===== config.mk =====
export PLATFORM = sky130hd
export DESIGN_NAME = plm_top
export DESIGN_NICKNAME = d
export VERILOG_FILES = /design/src/plm_pkg.sv /design/src/plm_top.sv
export SDC_FILE = /design/constraint.sdc
export NUM_CORES = 1
export LEC_CHECK = 0
export BUFFER_PORTS_ARGS = -buffer_cell sky130_fd_sc_hd__clkbuf_2
export CORE_UTILIZATION = 49
export DETAILED_ROUTE_END_ITERATION = 7
export PLACE_DENSITY = 0.68
export SKIP_LAST_GASP = 1
export SYNTH_ARGS = -nofsm -noshare
export SYNTH_HDL_FRONTEND = slang
export SYNTH_SLANG_ARGS = --single-unit

===== constraint.sdc =====
create_clock -name pclk -period 3.2 [get_ports pclk]
set_clock_uncertainty 0.05 [all_clocks]
set_input_delay 0.64 -clock pclk [delete_from_list [all_inputs] [get_ports pclk]]
set_output_delay 0.64 -clock pclk [all_outputs]
set_load 0.01 [all_outputs]

===== src/plm_pkg.sv =====
package plm_pkg;

  // Register byte offsets on the APB slave.
  localparam logic [7:0] PLM_CTRL_OFFSET   = 8'h00;
  localparam logic [7:0] PLM_STATUS_OFFSET = 8'h04;
  localparam logic [7:0] PLM_KEY_OFFSET    = 8'h08;

  // Control register fields.
  localparam int PLM_CTRL_LOCK_LSB = 0;
  localparam int PLM_CTRL_ERASE    = 8;

  // Key register fields: byte data and key index.
  localparam int PLM_KEY_DATA_LSB  = 0;
  localparam int PLM_KEY_INDEX_LSB = 8;

  // Status register fields.
  localparam int PLM_STAT_LOCK_LSB  = 0;
  localparam int PLM_STAT_LEVEL_LSB = 4;
  localparam int PLM_STAT_ACCESS    = 8;

  // Encryption array geometry, erased values and the verify deny byte.
  localparam int          PLM_KEY_DEPTH   = 64;
  localparam int          PLM_KEY_IDX_W   = 6;
  localparam logic [7:0]  PLM_KEY_ERASED  = 8'hFF;
  localparam logic [2:0]  PLM_LOCK_ERASED = 3'h0;
  localparam logic [7:0]  PLM_VERIFY_DENY = 8'hFF;

  // Protection levels; undefined lock combinations map to the top level.
  typedef enum logic [1:0] {
    PLM_LEVEL_OPEN   = 2'b00,
    PLM_LEVEL_BASIC  = 2'b01,
    PLM_LEVEL_NOVFY  = 2'b10,
    PLM_LEVEL_NOEXT  = 2'b11
  } plm_level_type;

endpackage : plm_pkg


===== src/plm_top.sv =====
// Behaviour
// - No lock bit programmed means no restriction; verify output still encrypted.
// - First lock bit blocks external table reads from fetching internal code bytes.
// - First lock bit: external-access pin latched on the first edge after reset release, later changes ignored.
// - First lock bit refuses further programming of on-chip program memory.
// - First and second lock bits add disabling of code verification.
// - All three lock bits add blocking of external program execution.
// - Only four lock combinations are defined; others are unspecified.
// - Verify output byte is stored byte XNOR key byte taken in sequence.
// - Unprogrammed key bytes are all ones, so verify output is unchanged.
// - Erase clears encryption array and all lock bits.
`timescale 1ns/1ps
`default_nettype none
module plm_top (
  input  wire logic                 pclk,
  input  wire logic                 presetn,
  input  wire logic                 psel,
  input  wire logic                 penable,
  input  wire logic                 pwrite,
  input  wire logic [7:0]           paddr,
  input  wire logic [31:0]          pwdata,
  output logic      [31:0]          prdata,
  output logic                      pready,
  output logic                      pslverr,
  input  wire logic                 external_access_pin,
  input  wire logic                 verify_req,
  input  wire logic [15:0]          verify_addr,
  input  wire logic [7:0]           verify_byte,
  output logic      [7:0]           verify_data,
  output logic                      verify_valid,
  output logic                      code_table_read_instr_allow,
  output logic                      ext_exec_allow,
  output logic                      prog_enable,
  output logic                      verify_enable,
  output logic                      access_effective,
  output plm_pkg::plm_level_type    level
);
  import plm_pkg::*;

  // Decodes stored lock bits {third, second, first} into a protection level.
  function automatic plm_level_type decode_level(input logic [2:0] lb);
    case (lb)
      3'b000:  decode_level = PLM_LEVEL_OPEN;
      3'b001:  decode_level = PLM_LEVEL_BASIC;
      3'b011:  decode_level = PLM_LEVEL_NOVFY;
      default: decode_level = PLM_LEVEL_NOEXT;
    endcase
  endfunction : decode_level

  logic [2:0]  lock_bits;
  logic [2:0]  next_lock_bits;
  logic [7:0]  key_mem [PLM_KEY_DEPTH];
  logic [7:0]  next_key_mem [PLM_KEY_DEPTH];
  logic        access_latch;
  logic        next_access_latch;
  logic        access_taken;
  logic        next_access_taken;
  logic [31:0] next_prdata;
  logic        next_pready;
  logic        next_pslverr;
  logic [7:0]  next_verify_data;
  logic        next_verify_valid;
  plm_level_type next_level;
  logic        apb_setup;
  logic        apb_wr;
  logic        addr_ok;
  logic        erase_cmd;
  logic [7:0]  key_sel;

  assign apb_setup = psel && !penable;
  assign apb_wr    = psel && penable && pready && pwrite;
  assign addr_ok   = (paddr == PLM_CTRL_OFFSET) || (paddr == PLM_STATUS_OFFSET) ||
                     (paddr == PLM_KEY_OFFSET);
  assign erase_cmd = apb_wr && (paddr == PLM_CTRL_OFFSET) && pwdata[PLM_CTRL_ERASE];
  assign key_sel   = key_mem[verify_addr[PLM_KEY_IDX_W-1:0]];

  // Lock bits only ever become programmed; erase and reset are the only ways back.
  always_comb begin
    next_lock_bits = lock_bits;
    for (int i = 0; i < PLM_KEY_DEPTH; i++) begin
      next_key_mem[i] = key_mem[i];
    end
    if (erase_cmd) begin
      next_lock_bits = PLM_LOCK_ERASED;
      for (int i = 0; i < PLM_KEY_DEPTH; i++) begin
        next_key_mem[i] = PLM_KEY_ERASED;
      end
    end else if (apb_wr && (paddr == PLM_CTRL_OFFSET)) begin
      next_lock_bits = lock_bits | pwdata[PLM_CTRL_LOCK_LSB +: 3];
    end else if (apb_wr && (paddr == PLM_KEY_OFFSET) && !lock_bits[0]) begin
      next_key_mem[pwdata[PLM_KEY_INDEX_LSB +: PLM_KEY_IDX_W]] =
        pwdata[PLM_KEY_DATA_LSB +: 8];
    end
  end

  // Nonvolatile store modelled as flops; reset leaves it in the erased state.
  always_ff @(posedge pclk or negedge presetn) begin
    if (!presetn) begin
      lock_bits <= PLM_LOCK_ERASED;
      for (int i = 0; i < PLM_KEY_DEPTH; i++) begin
        key_mem[i] <= PLM_KEY_ERASED;
      end
    end else begin
      lock_bits <= next_lock_bits;
      for (int i = 0; i < PLM_KEY_DEPTH; i++) begin
        key_mem[i] <= next_key_mem[i];
      end
    end
  end

  // The pin is caught on the first edge after reset release, never during reset.
  always_comb begin
    next_access_taken = 1'b1;
    next_access_latch = access_taken ? access_latch : external_access_pin;
  end

  always_ff @(posedge pclk or negedge presetn) begin
    if (!presetn) begin
      access_taken <= 1'b0;
      access_latch <= 1'b0;
    end else begin
      access_taken <= next_access_taken;
      access_latch <= next_access_latch;
    end
  end

  // APB slave answers in the first access cycle, so every transfer takes two cycles.
  always_comb begin
    next_pready  = apb_setup;
    next_pslverr = apb_setup && !addr_ok;
    next_prdata  = 32'h0000_0000;
    if (apb_setup && !pwrite) begin
      if (paddr == PLM_CTRL_OFFSET) begin
        next_prdata[PLM_CTRL_LOCK_LSB +: 3] = lock_bits;
      end else if (paddr == PLM_STATUS_OFFSET) begin
        next_prdata[PLM_STAT_LOCK_LSB +: 3]  = lock_bits;
        next_prdata[PLM_STAT_LEVEL_LSB +: 2] = level;
        next_prdata[PLM_STAT_ACCESS]         = access_effective;
      end
    end
  end

  always_ff @(posedge pclk or negedge presetn) begin
    if (!presetn) begin
      prdata  <= 32'h0000_0000;
      pready  <= 1'b0;
      pslverr <= 1'b0;
    end else begin
      prdata  <= next_prdata;
      pready  <= next_pready;
      pslverr <= next_pslverr;
    end
  end

  // Permission outputs are registered so the fetch path sees a glitch-free level.
  always_comb begin
    next_level = decode_level(lock_bits);
    next_verify_valid = verify_req;
    next_verify_data  = verify_data;
    if (verify_req) begin
      next_verify_data = (lock_bits[1:0] == 2'b11) ? PLM_VERIFY_DENY : ~(verify_byte ^ key_sel);
    end
  end

  always_ff @(posedge pclk or negedge presetn) begin
    if (!presetn) begin
      level                       <= PLM_LEVEL_OPEN;
      code_table_read_instr_allow <= 1'b1;
      ext_exec_allow              <= 1'b1;
      prog_enable                 <= 1'b1;
      verify_enable               <= 1'b1;
      access_effective            <= 1'b0;
      verify_data                 <= 8'h00;
      verify_valid                <= 1'b0;
    end else begin
      level                       <= next_level;
      code_table_read_instr_allow <= !lock_bits[0];
      ext_exec_allow              <= (next_level != PLM_LEVEL_NOEXT);
      prog_enable                 <= !lock_bits[0];
      verify_enable               <= (lock_bits[1:0] != 2'b11);
      access_effective            <= lock_bits[0] ? next_access_latch : external_access_pin;
      verify_data                 <= next_verify_data;
      verify_valid                <= next_verify_valid;
    end
  end
endmodule : plm_top
`default_nettype wire


-- Yosys cells after proc, flatten, opt, wreduce, memory -nomap -nowiden
Index checks and enable logic that the tools add are counted.
- bits in registers: 540
- output and inout port bits: 50
- word-level logic and storage cells: 139
- magnitude comparators: 3
- equality and inequality tests: 8
- mux-type cells: 24
- bitwise logic cells: 5
- reductions and logical operators: 22
- operators by type and width (cell ; number):
    $mux W512 ; 3
    $bwmux W512 ; 1
    $bmux W8 S6 ; 1
    $demux W8 S6 ; 1
    $mux W8 ; 4
    $mux W3 ; 5
    $ge A7 B7 Y1 const B ; 2
    $not A6 Y7 ; 2
    $logic_and A1 B1 Y1 ; 11
    $eq A8 B3 Y1 const B ; 1
    $eq A8 B4 Y1 const B ; 1
    $logic_not A8 Y1 ; 1
    $not A8 Y8 ; 1
    $xor A8 B8 Y8 ; 1
    $lt A7 B1 Y1 const B ; 1
    $mux W2 ; 3
    $ne A2 B2 Y1 const B ; 3
    $pmux W2 S3 ; 1
    $mux W1 ; 5
    $logic_not A1 Y1 ; 4
    $reduce_bool A2 Y1 ; 2
    $eq A3 B1 Y1 const B ; 1
    $eq A3 B2 Y1 const B ; 1
    $logic_not A3 Y1 ; 1
    4 further kinds ; 5

-- Longest topological paths before layout
- depth after elaboration: 9
- mapped depth: 10

-- Least setup slack after synthesis
Ideal clock, no wire load.
- kind: input to register
- start: input verify_addr[0]
- end: register verify_data[2]
- library setup time: 0.126 ns
- arrival: 2.372 ns
- data required time: 3.024 ns
- slack: 0.651 ns
- stages: 8
- buffers on the path: 2
- cells stage by stage: buf_6 > buf_4 > mux4_2 > mux2_2 > a21oi_1 > a21oi_1 > o21a_1 > o32a_1
- cells in the longest elaborated chain, start to end: 7
- ends and longest elaborated chain (what ; line ; RTL):
    from (decl) ; plm_top.sv:27 ; input wire logic [15:0] verify_addr,
    $not A6 Y7 (not written as such) ; plm_top.sv:75 ; assign key_sel = key_mem[verify_addr[PLM_KEY_IDX_W-1:0]];
    $bmux W8 S6 ; plm_top.sv:75 ;
    $mux W8 (not written as such) (2 in a row) ; plm_top.sv:75 ;
    $xor A8 B8 Y8 ; plm_top.sv:161 ; next_verify_data = (lock_bits[1:0] == 2'b11) ? PLM_VERIFY_DENY : ~(verify_byte ^ key_sel);
    $not A8 Y8 ; plm_top.sv:161 ;
    $mux W8 ; plm_top.sv:161 ;
    to (signal assigned) ; plm_top.sv:182 ; verify_data <= next_verify_data;
    to (decl) ; plm_top.sv:29 ; output logic [7:0] verify_data,
Every way passes these cells. The select of a mux whose other input is x is not followed.
A chain may end at the register's enable or synchronous reset.

-- Final worst setup path
- start: input verify_addr[2]
- end: register verify_data[2]
Same word-level chain as after synthesis.

==> results.md <==
- Remaining routing DRC violations: 0
- GRT met2 Usage: 48.12%
- Hold Startpoint: external_access_pin
- Max Clk Rate: 0.3914 GHz
- Core Box Area: 54130 um2
- Worst path arrival time: roughly 3.0 ns
- Leakage: between 10 and 15 nW
- Worst reg2reg startpoint: lock_bits[0]
- Initial antenna violation count: 1
- Post-synthesis instance total: 2873
- Largest cells by area after synthesis: dfstp_2 50%, nand2_1 15%, nand3_1 9.3%
- Clock root buffer: clkbuf_16
- Full die area: 55980 um2
- Count leader, synth: nand2_1
- Simple-Gate Fraction of Synth Area: between 20% and 30%
- Pin count of the biggest net entering global routing: between 100 and 150
- Critical Path Sink Type: flop
- Drt via density: 6.051
- Startpoint types: input pin
- Prevailing post-synth register cell: dfstp_2
- GR Util All Layers: around 30%
- Slew @ Worst Pin: roughly 1.0 ns
- Reg-to-reg endpoint: key_mem[224]
- Final Max Tran Viols: 0
- Grt met3 use: 7.554%
- HP Class: input pin to flop
- CP required: 3.65 ns
- Clk_lat worst skew: 0.62 ns
- GRT busiest layer: met2
- Status: completed
- Max-Cap Viols: 0
- Share of layout cells above drive strength 1: a little under a third
- Yosys reg bits: 540
- I/O pin count: 121
- # nets final: about 3000
- Routed wire length: between 80000 and 90000 um
- Filler instances: 4569
- Synth Area in Compound Gates: under 10%
- Height of the die: 236.6 um
- Final core occ: about 56%
- Row count: 85
- H-Tree Depth: 2
- Worst r2r path cells: 6
- Unrepaired setup endpoints after global routing: no
- Hold Path End: access_effective
- Syn_area_per_cell: around 9.4 um2
- CTS hold repair buffers: 1
- Post-route ant nets: 0
- Critical Path Fanout Max: 33
- GP Congestion: 0.9668
- Syn. warnings: 0
- Fin crit period: 2.555 ns
- IO buf count: 66
- Synthesized cell area: 26970 um2
- Router iterations before antenna repair: 6
- Asr flop ratio synth: between 90% and 100%
- Via Count: 22140
- Dpl hpwl: 53850 um
- Mux share of post-synthesis cell area: 11.41%
- Final hold vios: 0
- CTS clk-pin slew, worst paths: around 0.060 ns
- Met1 Track Usage GR: 39.83%
- Area leader, netlist: dfstp_2
- Register area share after synthesis: 52.50%
- Synth Area in Adders: 0%
- Fin crit share: between 70 and 80%
- Power Dens Cells: 482.3 nW/um2
- Initial Util: 49.82%
- WHS Path Cells: 3
- EDFF count, synth: 0
- Post-CTS sizing: 0
- Post-CTS setup buffers: 0
- First-pass GRT wire length: about 130000 um
- Setup_tns: 0 ns
- Final setup violation count: 0
- Unique masters post-synth: 53
- Worst reg-to-reg setup slack: 0.77 ns
- First DRT Iteration DRCs: 2432
- Combinational family with the most area after synthesis: simple AND/OR/NAND/NOR gates
- DIE WIDTH: 236.6 um
- P&R area growth vs syn: 12.75%
- Share of the synthesized area in the top cell type: 50.18%
- Sink Count: 540
- Post-synth top cells: 1047 x nand2_1, 515 x dfstp_2, 499 x nand3_1
- Clock Path Buffers: 3
- Slew Limit Headroom: 30.83%
- Xor/xnor share of the synthesized area: 0.06495%
- Critical path class: input pin to flop
- TritonCTS Buffers: 57
- CTS tree: done
- Peak VDD IR: between 300 and 400 uV
- Vias in the first global route: roughly 22000
- Total grt overflow: 0
- DR WL/cell: 22.96 um
==> cells in the final DEF, fill, tap and decap left out, drive strengths merged, types with 6 or more instances in the layout <==
cell type  netlist  final
mux2            15     15
a221oi          19     19
bufinv           0      7
inv             16     16
mux2i           61     61
a211oi          11     11
dfrtp           25     25
nor2           101    101
o211ai          16     16
a21oi           30     30
clkinv           0      9
o21ai           18     18
nor2b            6      6
nand2         1047   1047
dfstp          515    515
clkbuf         153    151
buf             93    142
and2            11     11
a22oi            8      8
nand3          499    499
conb             2     27
mux4           102    102
nor3             7      7
a221o            6      6
a31oi            6      6
or2              8      8
nand2b          32     32
nor3b           13     13
==> metal layers <==
| layer | wire length, um | vias to the layer above |
|---|---|---|
| met2 | 39220 | 1059 |
| met3 | 7954 | 226 |
| met5 | 0 | - |
| met4 | 3761 | 0 |
| met1 | 33090 | 11120 |
| li1 | - | 9732 |
==> area by class of cell <==
class	count	area (um2)	area share, %
antenna	1	2.502	0.008230
clock buffer	88	1633	5.370
clock inverter	16	259.0	0.8518
inverter	16	60.06	0.1975
multi-input combinational	2096	11690	38.45
sequential	540	14160	46.56
tap	696	870.8	2.864
timing repair buffer	206	1733	5.699
==> registers in the layout, indices dropped and copies added (netlist names) <==
register and flops:
key_mem 512, verify_data 8, ext_exec_allow 1, level 2, access_effective 1, pready 1, verify_valid 1, access_latch 1
prog_enable 1, prdata 6, pslverr 1, lock_bits 3, verify_enable 1, access_taken 1
==> power breakdown <==
part / total (W) / internal (W) / switching, W
Combinational: 0.000911 / 0.000279 / 0.000632
Clock: 0.00680 / 0.00405 / 0.00275
Sequential: 0.00696 / 0.00693 / 0.0000306
==> cell families (layout without fill, tap and decap cells) <==
| logic type | count (synthesis) | in the layout |
|---|---|---|
| other | 2 | 28 |
| XOR/XNOR | 2 | 2 |
| AO/OA/AOI/OAI | 139 | 139 |
| multiplexers | 178 | 178 |
| buffers and inverters | 262 | 326 |
| AND/OR/NAND/NOR | 1750 | 1750 |
| flip-flops | 540 | 540 |
==> through the flow <==
stage | std cells | total power [W] | instance area (um2) | hold WS (ns) | worst slack (ns)
after floorplan | 2898 | 0.007523 | 27060 | 0.2944 | 0.6514
after global placement | 3553 | 0.007939 | 28500 | 0.4086 | 0.05520
after detailed placement | 3553 | 0.007954 | 28500 | 0.4139 | 0.07692
after CTS | 3658 | 0.01475 | 30400 | 0.2116 | 0.7242
after global routing | 3659 | 0.01509 | 30410 | 0.2509 | 0.5445
final | 3659 | 0.01467 | 30410 | 0.2347 | 0.6450
==> worst max-delay path, cell delays in order <==
cell	delay [ns]
buf_4	0.50
nor2_1	0.24
buf_4	0.26
a21oi_1	0.29
o21ai_0	0.24
buf_4	0.18
a31oi_1	0.20
nor3_1	0.08
o32a_1	0.33
==> worst max-delay path by stage <==
stage                         from             end  slack [ns]
CTS                 verify_addr[2]  verify_data[6]        0.72
global route          lock_bits[0]    key_mem[116]        0.54
global placement    verify_addr[0]  verify_data[5]        0.06
floorplan           verify_addr[0]  verify_data[2]        0.65
finish              verify_addr[2]  verify_data[2]        0.64
detailed placement  verify_addr[2]  verify_data[6]        0.08
(Power assumes the default switching activity.)
